### config.mk
export PLATFORM = sky130hd
export DESIGN_NAME = irig_time_code_input
export DESIGN_NICKNAME = d
export VERILOG_FILES = /design/src/irig_pkg.sv /design/src/sym_if.sv /design/src/symbol_classifier.sv /design/src/irig_time_code_input.sv
export SDC_FILE = /design/constraint.sdc
export NUM_CORES = 1
export LEC_CHECK = 0
export BUFFER_PORTS_ARGS = -buffer_cell sky130_fd_sc_hd__buf_2
export CAP_MARGIN = 20
export CORE_ASPECT_RATIO = 0.5
export CORE_MARGIN = 3
export CORE_UTILIZATION = 54
export DETAILED_ROUTE_END_ITERATION = 8
export GPL_ROUTABILITY_DRIVEN = 1
export PLACE_DENSITY_LB_ADDON = 0.1
export RECOVER_POWER = 25
export SLEW_MARGIN = 25
export SYNTH_ARGS = -nofsm -noshare
export SYNTH_HDL_FRONTEND = slang
export SYNTH_HIERARCHICAL = 1
export SYNTH_SLANG_ARGS = --single-unit
### constraint.sdc
create_clock -name clk -period 2.4 [get_ports clk]
set_input_delay 0.48 -clock clk [delete_from_list [all_inputs] [get_ports clk]]
set_output_delay 0.48 -clock clk [all_outputs]
set_load 0.02 [all_outputs]
### src/irig_pkg.sv
// constants, register map and types of the time code receiver
// assumes a 20 MHz clock and a 16-bit byte address on the register bus
package irig_pkg;
   // clock and tick divider
   localparam int CLK_NS   = 50;
   localparam int TICK_NS  = 100000;
   localparam int TICK_CYC = (TICK_NS + CLK_NS - 1) / CLK_NS;
   // symbol high-time windows in microseconds, converted to ticks
   localparam int ZERO_MIN_US = 1000;
   localparam int ZERO_MAX_US = 3000;
   localparam int ONE_MIN_US  = 4000;
   localparam int ONE_MAX_US  = 6000;
   localparam int MARK_MIN_US = 7000;
   localparam int MARK_MAX_US = 9000;
   localparam logic [6:0] ZERO_MIN = 7'((ZERO_MIN_US * 1000) / TICK_NS);
   localparam logic [6:0] ZERO_MAX = 7'((ZERO_MAX_US * 1000) / TICK_NS);
   localparam logic [6:0] ONE_MIN  = 7'((ONE_MIN_US * 1000) / TICK_NS);
   localparam logic [6:0] ONE_MAX  = 7'((ONE_MAX_US * 1000) / TICK_NS);
   localparam logic [6:0] MARK_MIN = 7'((MARK_MIN_US * 1000) / TICK_NS);
   localparam logic [6:0] MARK_MAX = 7'((MARK_MAX_US * 1000) / TICK_NS);
   // frame layout
   localparam logic [6:0] LAST_POS = 7'h63;
   localparam logic [3:0] MARK_UNIT = 4'h9;
   localparam int SEC_U = 1;
   localparam int SEC_T = 6;
   localparam int MIN_U = 10;
   localparam int MIN_T = 15;
   localparam int HR_U  = 20;
   localparam int HR_T  = 25;
   localparam int DAY_U = 30;
   localparam int DAY_T = 35;
   localparam int DAY_H = 40;
   localparam int YR_U  = 50;
   localparam int YR_T  = 55;
   // register byte addresses
   localparam logic [15:0] ENABLE_OFS = 16'h6000;
   localparam logic [15:0] CTRL_OFS   = 16'h6004;
   localparam logic [15:0] PEAK_OFS   = 16'h6008;
   localparam logic [15:0] ERR_OFS    = 16'h600c;
   localparam logic [15:0] SEC_OFS    = 16'h6020;
   localparam logic [15:0] MIN_OFS    = 16'h6024;
   localparam logic [15:0] HR_OFS     = 16'h6028;
   localparam logic [15:0] DAY_OFS    = 16'h602c;
   localparam logic [15:0] YR_OFS     = 16'h6030;
   localparam logic [15:0] IRQ_STS_OFS = 16'h6040;
   localparam logic [15:0] IRQ_MSK_OFS = 16'h6044;
   // field positions and reset values
   localparam int CTRL_AM_BIT = 0;
   localparam int EV_FRAME = 2;
   localparam int EV_SYNC  = 1;
   localparam int EV_FERR  = 0;
   localparam logic [7:0] CNT_MAX = 8'hff;
   localparam logic [2:0] MSK_RST = 3'h0;
   typedef enum logic [1:0] {SYM_ZERO, SYM_ONE, SYM_MARK, SYM_BAD} sym_e;
   typedef enum logic [1:0] {ST_HUNT, ST_REF, ST_DATA} st_e;
endpackage

### src/sym_if.sv
// carries one classified symbol from the classifier to the frame decoder
// assumes both ends share one clock
`timescale 1ns/10ps
interface sym_if;
   logic             valid;
   irig_pkg::sym_e   kind;
   modport src (output valid, output kind);
   modport dst (input valid, input kind);
endinterface

### src/symbol_classifier.sv
// measures the high time of each line pulse and classifies it
// assumes a line level synchronous to clk and a clear from the enable logic
`timescale 1ns/10ps
module symbol_classifier #(
   parameter int TICK_CYC = irig_pkg::TICK_CYC
) (
   input  wire logic clk,    // system clock
   input  wire logic rstn,   // async reset, active low
   input  wire logic clr,    // return to reset state
   input  wire logic line,   // selected time code level
   sym_if.src        sym     // classified symbol out
);
   localparam int DW = $clog2(TICK_CYC);
   logic [DW-1:0] div_q;
   logic          tick;
   logic          line_q;
   logic [6:0]    wid_q;
   irig_pkg::sym_e kind_d;

   // tick divider, one pulse per tick period
   assign tick = (div_q == DW'(TICK_CYC - 1));
   always_ff @(posedge clk or negedge rstn)
   begin
      if (!rstn)
         div_q <= '0;
      else if (clr || tick)
         div_q <= '0;
      else
         div_q <= div_q + 1'b1;
   end

   // high-time measure, saturating
   always_ff @(posedge clk or negedge rstn)
   begin
      if (!rstn)
      begin
         line_q <= 1'b0;
         wid_q  <= '0;
      end
      else if (clr)
      begin
         line_q <= 1'b0;
         wid_q  <= '0;
      end
      else
      begin
         line_q <= line;
         if (line && !line_q)
            wid_q <= '0;
         else if (line && tick && wid_q != 7'h7f)
            wid_q <= wid_q + 1'b1;
      end
   end

   // width windows to symbol kind
   always_comb
   begin
      if (wid_q >= irig_pkg::ZERO_MIN && wid_q <= irig_pkg::ZERO_MAX)
         kind_d = irig_pkg::SYM_ZERO;
      else if (wid_q >= irig_pkg::ONE_MIN && wid_q <= irig_pkg::ONE_MAX)
         kind_d = irig_pkg::SYM_ONE;
      else if (wid_q >= irig_pkg::MARK_MIN && wid_q <= irig_pkg::MARK_MAX)
         kind_d = irig_pkg::SYM_MARK;
      else
         kind_d = irig_pkg::SYM_BAD;
   end

   // symbol issued on the falling edge
   always_ff @(posedge clk or negedge rstn)
   begin
      if (!rstn)
      begin
         sym.valid <= 1'b0;
         sym.kind  <= irig_pkg::SYM_BAD;
      end
      else
      begin
         sym.valid <= !clr && !line && line_q;
         sym.kind  <= kind_d;
      end
   end
endmodule

### src/irig_time_code_input.sv
// time code receiver: frame decoder, counters, peak level and apb registers
// assumes pins synchronous to clk; am_env is the demodulated am envelope
//
// Decided for this implementation: the APB register port.
`timescale 1ns/10ps
module irig_time_code_input (
   input  wire logic        clk,       // system clock, 20 MHz
   input  wire logic        rstn,      // async reset, active low
   input  wire logic        psel,      // apb select
   input  wire logic        penable,   // apb access phase
   input  wire logic        pwrite,    // apb write
   input  wire logic [15:0] paddr,     // apb byte address
   input  wire logic [31:0] pwdata,    // apb write data
   output logic      [31:0] prdata,    // apb read data
   output logic             pready,    // apb ready
   output logic             pslverr,   // apb error, unmapped
   input  wire logic        dcls_in,   // dc level shift code
   input  wire logic        am_env,    // am envelope level
   input  wire logic [15:0] am_sample, // am waveform sample
   output logic             irq        // level interrupt
);
   logic        en_q, en_prev_q, en_chg;
   logic [2:0]  ctl_q;
   logic [2:0]  msk_q, sts_q;
   logic [31:0] prdata_q, rdat;
   logic        pready_q, pslverr_q, irq_q, hit, acc, wr;
   logic        line, am_sel;
   irig_pkg::st_e st_q;
   logic [6:0]  pos_q;
   logic [3:0]  unit_q;
   logic [99:0] frame_q;
   logic        ev_good, ev_sync, ev_ferr;
   logic [3:0]  inc;
   logic [7:0]  cnt_q [4];
   logic [15:0] peak_q;
   logic [5:0]  sec_q, min_q;
   logic [4:0]  hr_q;
   logic [8:0]  day_q;
   logic [6:0]  yr_q;
   sym_if       sb ();

   function automatic logic [9:0] to_bin(input logic [3:0] h, input logic [3:0] t,
                                          input logic [3:0] u);
      to_bin = 10'(h) * 10'h064 + 10'(t) * 10'h00a + 10'(u);
   endfunction

   assign prdata  = prdata_q;
   assign pready  = pready_q;
   assign pslverr = pslverr_q;
   assign irq     = irq_q;

   // enable and its change detector
   assign en_chg = en_q ^ en_prev_q;
   assign am_sel = ctl_q[irig_pkg::CTRL_AM_BIT];
   assign line   = en_q && (am_sel ? am_env : dcls_in);
   assign acc    = psel && penable;
   assign wr     = acc && pready_q && pwrite;

   symbol_classifier #(.TICK_CYC(irig_pkg::TICK_CYC)) u_cls (
      .clk  (clk),
      .rstn (rstn),
      .clr  (en_chg),
      .line (line),
      .sym  (sb.src)
   );

   // software enable and input control
   always_ff @(posedge clk or negedge rstn)
   begin
      if (!rstn)
      begin
         en_q      <= 1'b0;
         en_prev_q <= 1'b0;
         ctl_q     <= '0;
      end
      else
      begin
         en_prev_q <= en_q;
         if (wr && paddr == irig_pkg::ENABLE_OFS)
            en_q <= pwdata[0];
         if (en_chg)
            ctl_q <= '0;
         else if (wr && paddr == irig_pkg::CTRL_OFS)
            ctl_q <= pwdata[2:0];
      end
   end

   // decoder events
   assign ev_ferr = sb.valid && sb.kind == irig_pkg::SYM_BAD;
   assign ev_sync = sb.valid && st_q == irig_pkg::ST_DATA && !ev_ferr &&
                    ((sb.kind == irig_pkg::SYM_MARK) != (unit_q == irig_pkg::MARK_UNIT));
   assign ev_good = sb.valid && st_q == irig_pkg::ST_DATA &&
                    sb.kind == irig_pkg::SYM_MARK && pos_q == irig_pkg::LAST_POS;

   // frame state: hunt for two markers, then walk positions
   always_ff @(posedge clk or negedge rstn)
   begin
      if (!rstn)
      begin
         st_q   <= irig_pkg::ST_HUNT;
         pos_q  <= '0;
         unit_q <= '0;
      end
      else if (en_chg)
      begin
         st_q   <= irig_pkg::ST_HUNT;
         pos_q  <= '0;
         unit_q <= '0;
      end
      else if (sb.valid)
      begin
         case (st_q)
            irig_pkg::ST_HUNT:
               if (sb.kind == irig_pkg::SYM_MARK)
                  st_q <= irig_pkg::ST_REF;
            irig_pkg::ST_REF:
               if (sb.kind == irig_pkg::SYM_MARK)
               begin
                  st_q   <= irig_pkg::ST_DATA;
                  pos_q  <= 7'h01;
                  unit_q <= 4'h1;
               end
               else
                  st_q <= irig_pkg::ST_HUNT;
            default:
               if (ev_ferr || ev_sync)
                  st_q <= irig_pkg::ST_HUNT;
               else if (ev_good)
                  st_q <= irig_pkg::ST_REF;
               else
               begin
                  pos_q  <= pos_q + 1'b1;
                  unit_q <= (unit_q == irig_pkg::MARK_UNIT) ? 4'h0 : unit_q + 1'b1;
               end
         endcase
      end
   end

   // received bits by position
   always_ff @(posedge clk or negedge rstn)
   begin
      if (!rstn)
         frame_q <= '0;
      else if (sb.valid && st_q == irig_pkg::ST_DATA)
         frame_q[pos_q] <= (sb.kind == irig_pkg::SYM_ONE);
   end

   // decoded fields, all taken together from one complete frame
   always_ff @(posedge clk or negedge rstn)
   begin
      if (!rstn)
      begin
         sec_q <= '0;
         min_q <= '0;
         hr_q  <= '0;
         day_q <= '0;
         yr_q  <= '0;
      end
      else if (ev_good)
      begin
         sec_q <= 6'(to_bin(4'h0, {1'b0, frame_q[irig_pkg::SEC_T +: 3]},
                            frame_q[irig_pkg::SEC_U +: 4]));
         min_q <= 6'(to_bin(4'h0, {1'b0, frame_q[irig_pkg::MIN_T +: 3]},
                            frame_q[irig_pkg::MIN_U +: 4]));
         hr_q  <= 5'(to_bin(4'h0, {2'b00, frame_q[irig_pkg::HR_T +: 2]},
                            frame_q[irig_pkg::HR_U +: 4]));
         day_q <= 9'(to_bin({2'b00, frame_q[irig_pkg::DAY_H +: 2]},
                            frame_q[irig_pkg::DAY_T +: 4],
                            frame_q[irig_pkg::DAY_U +: 4]));
         yr_q  <= 7'(to_bin(4'h0, frame_q[irig_pkg::YR_T +: 4],
                            frame_q[irig_pkg::YR_U +: 4]));
      end
   end

   // error and health counters: pps, am frame, dcls frame, sync
   assign inc = {ev_good, ev_ferr && am_sel, ev_ferr && !am_sel, ev_sync};
   for (genvar i = 0; i < 4; i++)
   begin : g_cnt
      always_ff @(posedge clk or negedge rstn)
      begin
         if (!rstn)
            cnt_q[i] <= '0;
         else if (en_chg)
            cnt_q[i] <= '0;
         else if (inc[i] && cnt_q[i] != irig_pkg::CNT_MAX)
            cnt_q[i] <= cnt_q[i] + 1'b1;
      end
   end

   // am peak tracker
   always_ff @(posedge clk or negedge rstn)
   begin
      if (!rstn)
         peak_q <= '0;
      else if (en_chg)
         peak_q <= '0;
      else if (en_q && am_sel && am_sample > peak_q)
         peak_q <= am_sample;
   end

   // sticky status, set wins over write-one clear, masked onto irq
   always_ff @(posedge clk or negedge rstn)
   begin
      if (!rstn)
      begin
         sts_q <= '0;
         msk_q <= irig_pkg::MSK_RST;
         irq_q <= 1'b0;
      end
      else
      begin
         sts_q <= (sts_q & ~((wr && paddr == irig_pkg::IRQ_STS_OFS) ? pwdata[2:0] : 3'h0))
                  | {ev_good, ev_sync, ev_ferr};
         if (wr && paddr == irig_pkg::IRQ_MSK_OFS)
            msk_q <= pwdata[2:0];
         irq_q <= |(sts_q & msk_q);
      end
   end

   // read decode
   always_comb
   begin
      hit  = 1'b1;
      rdat = '0;
      if (paddr == irig_pkg::ENABLE_OFS)
         rdat = {31'h0, en_q};
      else if (paddr == irig_pkg::CTRL_OFS)
         rdat = {29'h0, ctl_q};
      else if (paddr == irig_pkg::PEAK_OFS)
         rdat = {16'h0, peak_q};
      else if (paddr == irig_pkg::ERR_OFS)
         rdat = {cnt_q[3], cnt_q[2], cnt_q[1], cnt_q[0]};
      else if (paddr == irig_pkg::SEC_OFS)
         rdat = {26'h0, sec_q};
      else if (paddr == irig_pkg::MIN_OFS)
         rdat = {26'h0, min_q};
      else if (paddr == irig_pkg::HR_OFS)
         rdat = {27'h0, hr_q};
      else if (paddr == irig_pkg::DAY_OFS)
         rdat = {23'h0, day_q};
      else if (paddr == irig_pkg::YR_OFS)
         rdat = {25'h0, yr_q};
      else if (paddr == irig_pkg::IRQ_STS_OFS)
         rdat = {29'h0, sts_q};
      else if (paddr == irig_pkg::IRQ_MSK_OFS)
         rdat = {29'h0, msk_q};
      else
         hit = 1'b0;
   end

   // apb slave: ready one cycle into the access phase
   always_ff @(posedge clk or negedge rstn)
   begin
      if (!rstn)
      begin
         pready_q  <= 1'b0;
         pslverr_q <= 1'b0;
         prdata_q  <= '0;
      end
      else
      begin
         pready_q  <= acc && !pready_q;
         pslverr_q <= acc && !pready_q && !hit;
         prdata_q  <= (acc && !pready_q && !pwrite) ? rdat : 32'h0;
      end
   end
endmodule

==> metrics, run 1 <==
drt pass-1 iters 5; share of cells above drive strength 1 19.1%; chip height 106 um; Syn. warnings 6; commonest non-fill, non-tap cells in the layout dfrtp_1, nor2_1, nand2_1; GP Congestion 0.906; PwrDens 526 nW/um^2; Final WS setup -0.184 ns; max-slew violations 63; nets@finish 1,358; status finished with violations; final instance area 12,500 um^2; most common cell after layout, fill and taps aside dfrtp_1; Critical Path RT 2.71 ns; n_diodes 0; Seq/Total Area, Yosys 46.4%; RSZ-0062 raised after global routing yes; Post-Place Setup Slack -0.187 ns; clk slew on worst S/H paths 0.07 ns; Routed Antenna Nets 0; via density per instance 5.62; arrival time at the worst endpoint 2.90 ns; Final min period 2.58 ns; Clock Sinks 200; distinct cell type count after synthesis 71; I/O pins 106; Clock Root Buffer clkbuf_16; Startpoint Class flip-flop; worst vdd rail ir drop 0.000497 V; Largest stage delay, worst path 0.38 ns; CTS Hold Bufs 0; global-route wire length before repair 41,600 um; CTS tree yes; WS Path Type reg2reg; area grow syn2layout 15.4%; Slowest-stage cell, CP dfrtp_1; crit path capture type flip-flop; period utilisation layout 108%; initial antenna violation count 0; H-tree depth 4; Final Hold Fails 0; Max clock buf depth 2; Post-synth EDFFs 0; fmax 0.387 GHz; crit-path cells ha_1 -> ha_2 -> inv_2 -> fa_2 -> xnor2_1 -> ha_1 -> ha_4 -> inv_2 -> o21bai_1 -> a21oi_1 -> xnor2_1 -> o21ai_1; Initial Utilization 56.8%; Clock Latency Late Sink 0.45 ns; Detailed Route Iter0 Violations 497; Crit Path Max Fanout 2; Post-Syn Nets 1,247; placed wire-length estimate 18,400 um; # setup viols final 4; Rel. slew slack -8.66%; #FFs+latches synth 200; DRC Markers 0; vias in the first global route 8,327; Async SR Flop Fraction 100%; via count 8,377; failing checks max-capacitance violations, max-slew violations, negative setup slack; GRT Residual Overflow 0; Die ar. 21,800 um^2; wire length per cell 16.8 um; Placement Cell Area 11,900 um^2; multi-input logic area 5470 um^2; Max Cap Violations 1; GRT Util Overall 24.0%; core area 19,000 um^2; Row Count 35; actual slew at the worst max-slew pin 1.63 ns; Primary FF master, synth dfrtp_1; IO buf count 76; skew final 0.0113 ns; synthesized cell area 10,800 um^2; Storage cell area 5010 um^2; fillcell total 1,557; largest net degree at the start of global routing 64; post-synthesis cell count 1,107; Die Width 206 um; routed wire length 25,000 um; worst hold path class in2reg; static leakage 6.02 nW; Num CTS Buffers 17; syn avg cell area 9.76 um^2
==> Yosys cell counts, types with 4 or more instances <==
master | count | area share, %
clkbuf_1 | 33 | 1.1
nand3_1 | 29 | 1.3
nor4_1 | 4 | 0.23
nor3_1 | 23 | 1.1
xnor2_1 | 32 | 2.6
dfrtp_1 | 198 | 46
a222oi_1 | 4 | 0.37
buf_1 | 6 | 0.21
mux2i_1 | 29 | 2.7
a211oi_1 | 5 | 0.35
nand4b_1 | 4 | 0.32
or4_1 | 5 | 0.35
fa_1 | 9 | 1.7
and3_1 | 26 | 1.5
nand2_1 | 134 | 4.7
nor2_1 | 138 | 4.8
ha_1 | 60 | 6.9
a21oi_1 | 44 | 2.0
xor2_1 | 32 | 2.6
o21ai_0 | 49 | 2.3
a211o_1 | 4 | 0.32
a21o_1 | 14 | 0.97
or3_1 | 8 | 0.46
nand4_1 | 15 | 0.87
nand2b_1 | 12 | 0.69
mux2_2 | 38 | 4.0
a22oi_1 | 10 | 0.69
buf_2 | 6 | 0.28
o211ai_1 | 6 | 0.42
o31ai_1 | 6 | 0.42
nor2b_1 | 12 | 0.69
inv_1 | 55 | 1.9
==> repair_timing <==
item	4_1_cts	5_1_grt
cloned	0	0
resized for setup	6	5
pin swaps	7	7
buffers inserted	1	1
endpoints found under the hold margin	0	0
endpoints found under the setup margin	4	20
==> sequential cells by signal, indices dropped and copies added, names as in the netlist, 2 cells and up <==
name	count
peak_q	16
prdata	32
u_cls/div_q	11
msk_q	3
pos_q	7
cnt_q	32
u_cls/wid_q	7
min_q	6
ctl_q	3
yr_q	7
hr_q	5
sec_q	6
frame_q	38
st_q	2
unit_q	4
u_cls/sym.kind	2
day_q	9
sts_q	3
==> final cells by class <==
type                            count  area share (%)
Timing Repair Buffer              139            6.96
Sequential cell                   200            40.2
Tap cell                          259            2.60
Clock inverter                     13            1.15
Clock buffer                       19            3.55
Multi-Input combinational cell    805            43.9
Inverter                           55            1.66
==> routing by layer <==
metal	vias up	wire length [um]	part of all wire, %	track usage [%]
met5	-	0	0	0
met4	0	464	1.9	7.64
met3	37	1390	5.6	5.41
met2	188	11600	47	39.3
met1	4102	11500	46	32.1
li1	4050	-	-	-
==> per-stage QoR <==
| step | total power, mW | utilization, % | TNS [ns] | hold WS, ns | std cells |
|---|---|---|---|---|---|
| 6_report | 6.55 | 65.6 | -0.360 | 0.301 | 1490 |
| 2_1_floorplan | 3.57 | - | -0.0658 | 0.184 | 1107 |
| 4_1_cts | 6.61 | 65.6 | -0.420 | 0.0425 | 1489 |
| 3_3_place_gp | 3.73 | 62.4 | -0.249 | 0.444 | 1456 |
| 5_1_grt | 6.79 | 65.6 | -1.31 | 0.298 | 1490 |
| 3_5_place_dp | 3.74 | 62.4 | -0.401 | 0.453 | 1456 |
==> final timing paths <==
kind / cells after the start / end / from / slack, ns
worst max register to register: 12 / day_q[8] / frame_q[36] / -0.18
min in group asynchronous: 1 / prdata[17] / rstn / 0.43
worst min-delay path: 3 / peak_q[3] / am_sample[3] / 0.30
max in group asynchronous: 2 / u_cls/wid_q[0] / rstn / 0.39
worst min register to register: 1 / u_cls/div_q[0] / u_cls/div_q[0] / 0.46
worst max-delay path: 12 / day_q[8] / frame_q[36] / -0.18
==> where the power goes <==
group	total, mW	switching [mW]	internal [mW]
clock	2.89	1.32	1.57
sequential	3.40	0.0208	3.38
combinational	0.257	0.171	0.0862
total	6.55	1.51	5.04
==> logic make-up after synthesis <==
kind of cell / synth area share, %
flip-flops: 46.4
buffers and inverters: 3.72
AO/OA/AOI/OAI: 10.2
adder cells (fa/ha/maj): 8.71
multiplexers: 6.65
AND/OR/NAND/NOR: 19.2
XOR/XNOR: 5.19
==> critical path, delay by kind of cell, from the launching register on <==
kind | cells | cell delay, ns
buffers and inverters | 2 | 0.09
XOR/XNOR | 2 | 0.28
AO/OA/AOI/OAI | 3 | 0.31
flip-flops | 1 | 0.38
adder cells (fa/ha/maj) | 5 | 1.37
(Power assumes the default switching activity.)
==> run 2, diff against run 1 <==
Settings changed: CELL_PAD_IN_SITES_DETAIL_PLACEMENT from default to 0, CELL_PAD_IN_SITES_GLOBAL_PLACEMENT from default to 1, CORE_UTILIZATION 54 to 42.
==> metrics, run 2 (synthesis results as in run 1) <==
GRT Util Overall 19.9%; global-route wire length before repair 43,300 um; Initial Utilization 43.9%; chip height 119 um; Critical Path RT 2.72 ns; fillcell total 2,319; failing checks negative setup slack; Row Count 40; via density per instance 5.23; skew final 0.0103 ns; placed wire-length estimate 19,600 um; area grow syn2layout 15.9%; via count 8,199; RSZ-0062 raised after global routing yes; I/O pins 106; DRC Markers 0; GP Congestion 0.808; setup bufs post-CTS 0; Sw Share 25.2%; crit-path cells ha_1 -> ha_2 -> inv_2 -> fa_2 -> xnor2_2 -> ha_1 -> ha_4 -> inv_2 -> o21bai_1 -> a21oi_2 -> xnor2_1 -> o21ai_1; placed insts 1,536; Crit Path Max Fanout 2; Routed Antenna Nets 0; WS Path Type reg2reg; clk slew on worst S/H paths 0.07 ns; IO buf count 76; CTS tree yes; n_diodes 0; # setup viols final 4; fmax 0.392 GHz; period utilisation layout 106%; wire length per cell 16.6 um; vias in the first global route 8,120; Final WS setup -0.154 ns; clock group share of total power 43.4%; Die ar. 27,800 um^2; worst hold path class in2reg; PwrDens 516 nW/um^2; Post-Place Setup Slack -0.145 ns; Max clock buf depth 2; status finished with violations; drt pass-1 iters 6; Clock Sinks 200; setup slack, reg-to-reg -0.15 ns; H-tree depth 4; Finished Layout Cells 1,569; actual slew at the worst max-slew pin 1.29 ns; max-slew violations 0; nets@finish 1,360; Hold WS 0.291 ns; multi-input logic area 5460 um^2; most common cell after layout, fill and taps aside dfrtp_1; Clock Latency Late Sink 0.46 ns; Storage cell area 5010 um^2; commonest non-fill, non-tap cells in the layout dfrtp_1, nor2_1, nand2_1; Num CTS Buffers 17; Startpoint Class flip-flop; largest net degree at the start of global routing 56; Largest register FFs 38; Most flops, register frame_q; Buf/Inv on CP 2; internal power 4.83 mW; crit path capture type flip-flop; Comb pwr share 4.0%; delay-heaviest family, CP adder cells; Final min period 2.55 ns; Max Cap Violations 0; Detailed Route Iter0 Violations 489; GRT Residual Overflow 0; static leakage 6.02 nW; core area 24,600 um^2; routed wire length 26,100 um; Psw 1.62 mW; share of cells above drive strength 1 19.0%; initial antenna violation count 0; Final Hold Fails 0; Slowest-stage cell, CP dfrtp_1; Die Width 233 um; Clock Root Buffer clkbuf_16; total power 6.46 mW; arrival time at the worst endpoint 2.88 ns; Flop pwr share 52.7%; TNS Setup -0.318 ns; worst vdd rail ir drop 0.000459 V; Rel. slew slack 14.1%; Largest stage delay, worst path 0.39 ns
-- run 2: area by class of cell --
class	instances	share of cell area (%)
multi-input combinational	805	43.6
tap	336	3.36
inverter	55	1.65
clock inverter	15	1.10
clock buffer	17	3.40
sequential	200	40.0
timing repair buffer	141	6.97
-- run 2: worst paths after layout --
path | startpoint | end | depth (start not counted)
setup reg to reg | frame_q[38] | day_q[8] | 12
max in group asynchronous | rstn | u_cls/wid_q[2] | 3
hold reg to reg | u_cls/div_q[0] | u_cls/div_q[0] | 1
setup / recovery | frame_q[38] | day_q[8] | 12
min in group asynchronous | rstn | cnt_q[13] | 2
hold / removal | am_sample[12] | peak_q[12] | 3
-- run 2: power by group through the flow --
stage               Combinational [mW]  Sequential (mW)  Clock (mW)
finish                           0.256             3.40        2.80
global route                     0.297             3.40        3.03
CTS                              0.272             3.40        2.89
detailed placement               0.269             3.47           0
global placement                 0.265             3.47           0
floorplan                        0.100             3.47           0
-- run 2: tightest hold or removal path, cell delays in order --
cell and delay [ns]:
buf_2 0.09, mux2i_1 0.06, nor2_1 0.08
-- run 2: repair_timing --
action,4_1_cts,5_1_grt
endpoints found under the setup margin,4,9
gates resized for setup,0,6
pin swaps,2,1
hold buffers,1,0
endpoints found under the hold margin,43,0
-- run 2: per-stage QoR --
step           util (%)  area (um^2)
2_1_floorplan         -        10800
4_1_cts            51.0        12500
3_3_place_gp       48.6        12000
3_5_place_dp       48.6        12000
5_1_grt            50.9        12500
6_report           50.9        12500
-- run 2: routing by layer --
layer  GRT usage, %  wire (um)
met1           29.0      13100
met2           30.3      11800
met3           3.70        925
met4           5.41        352
met5              0          0
==> run 3, diff against run 2 <==
==> constraint.sdc (replaced) <==
create_clock -name clk -period 2.4 [get_ports clk]
set_input_delay 0.12 -clock clk [delete_from_list [all_inputs] [get_ports clk]]
set_output_delay 0.12 -clock clk [all_outputs]
set_load 0.02 [all_outputs]
==> metrics, run 3 (synthesis results as in run 1) <==
status finished with violations; failing checks max-capacitance violations, max-slew violations, negative setup slack; final instance area 12,800 um^2; area grow syn2layout 18.4%; internal power 5.28 mW; Clock Root Buffer clkbuf_16; placed wire-length estimate 19,300 um; Most flops, register frame_q; via count 8,290; clock group share of total power 45.9%; clk slew on worst S/H paths 0.07 ns; Num CTS Buffers 17; worst vdd rail ir drop 0.000487 V; Comb pwr share 4.1%; Final min period 2.54 ns; commonest non-fill, non-tap cells in the layout dfrtp_1, nor2_1, nand2_1; Clock Latency Late Sink 0.45 ns; Max clock buf depth 2; routed wire length 26,300 um; Routed Antenna Nets 0; Clock Sinks 200; arrival time at the worst endpoint 2.86 ns; GRT Residual Overflow 0; chip height 119 um; static leakage 6.10 nW; Die Width 233 um; # setup viols final 3; Crit Path Max Fanout 2; period utilisation layout 106%; total power 6.81 mW; vias in the first global route 8,025; actual slew at the worst max-slew pin 1.80 ns; Die ar. 27,800 um^2; Rel. slew slack -20.2%; share of cells above drive strength 1 18.3%; Placement Cell Area 11,900 um^2; skew final 0.00847 ns; I/O pins 106; CTS tree yes; placed insts 1,522; Flop pwr share 49.9%; Final Hold Fails 0; most common cell after layout, fill and taps aside dfrtp_1; Largest register FFs 38; DRC Markers 0; Initial Utilization 43.9%; largest net degree at the start of global routing 69; wire length per cell 16.7 um; fmax 0.393 GHz; drt pass-1 iters 5; core area 24,600 um^2; Max Cap Violations 1; initial antenna violation count 1; GRT Util Overall 19.5%; crit path capture type flip-flop; Psw 1.54 mW; Final WS setup -0.145 ns; Finished Layout Cells 1,579; Detailed Route Iter0 Violations 533; GP Congestion 0.860; WS Path Type reg2reg; Critical Path RT 2.72 ns; worst hold path class in2reg; max-slew violations 68; via density per instance 5.25; IO buf count 76; PwrDens 533 nW/um^2; nets@finish 1,370; n_diodes 0; Row Count 40; global-route wire length before repair 42,800 um; Sw Share 22.6%; TNS Setup -0.270 ns; RSZ-0062 raised after global routing yes; Startpoint Class flip-flop; H-tree depth 4
## run 3: cell types whose count changed in the layout (fill, tap and decap cells not counted), sizes merged
cell and delta:
buf -8, bufinv +4, clkbuf -1, clkinv -1, clkinvlp -2, dlygate4sd3 +21, inv -3
## run 3: power by group through the flow
stage,Combinational (mW),Sequential (mW),Clock (mW)
floorplan,0.100,3.47,0
finish,0.281,3.40,3.13
global route,0.322,3.41,3.36
detailed placement,0.265,3.47,0
CTS,0.294,3.40,3.22
global placement,0.262,3.47,0
## run 3: per-layer routing
layer / vias up / GRT usage (%) / part of all wire [%]
met3: 27 / 4.04 / 3.6
met5: - / 0 / 0
met1: 4076 / 27.7 / 50
li1: 4073 / - / -
met2: 114 / 30.4 / 45
met4: 0 / 5.18 / 1.6
## run 3: stage by stage
stage	worst slack, ns	hold WS (ns)	util, %
2_1_floorplan	-0.0658	-0.176	-
3_3_place_gp	-0.126	0.176	48.2
3_5_place_dp	-0.194	0.181	48.2
4_1_cts	-0.191	0.0476	51.7
5_1_grt	-0.244	0.0760	52.0
6_report	-0.145	0.0647	52.0
## run 3: worst max-delay path: stages (launching register included)
cell	delay (ns)
dfrtp_1	0.42
ha_4	0.29
ha_4	0.12
inv_2	0.03
fa_2	0.34
xnor2_2	0.14
ha_1	0.31
ha_4	0.29
inv_2	0.03
o21bai_1	0.13
a21oi_1	0.09
xnor2_1	0.14
o21ai_1	0.07
## run 3: worst paths after layout
kind                       cells past startpoint  slack [ns]           start           endpoint
min in group asynchronous                      2        0.71            rstn         prdata[17]
hold reg to reg                                1        0.46  u_cls/div_q[0]     u_cls/div_q[0]
hold / removal                                 3        0.06          pwrite          prdata[0]
max in group asynchronous                      3        0.46            rstn  u_cls/sym.kind[0]
setup reg to reg                              12       -0.14     frame_q[36]           day_q[8]
setup / recovery                              12       -0.14     frame_q[36]           day_q[8]
## run 3: what timing repair did
| action | CTS | global route |
|---|---|---|
| pin swaps | 2 | 5 |
| setup buffers | 0 | 3 |
| endpoints found under the setup margin | 4 | 4 |
| gates resized for setup | 1 | 13 |
| cloned | 0 | 0 |
| hold buffers | 22 | 0 |
| hold endpoints to repair | 91 | 0 |
## run 3: area by class of cell
type,instances,area [um^2]
Clock inverter,13,191
Timing Repair Buffer,151,1020
Inverter,55,206
Clock buffer,19,443
Fill cell,2281,11800
Multi-Input combinational cell,805,5510
Tap cell,336,420
Sequential cell,200,5010
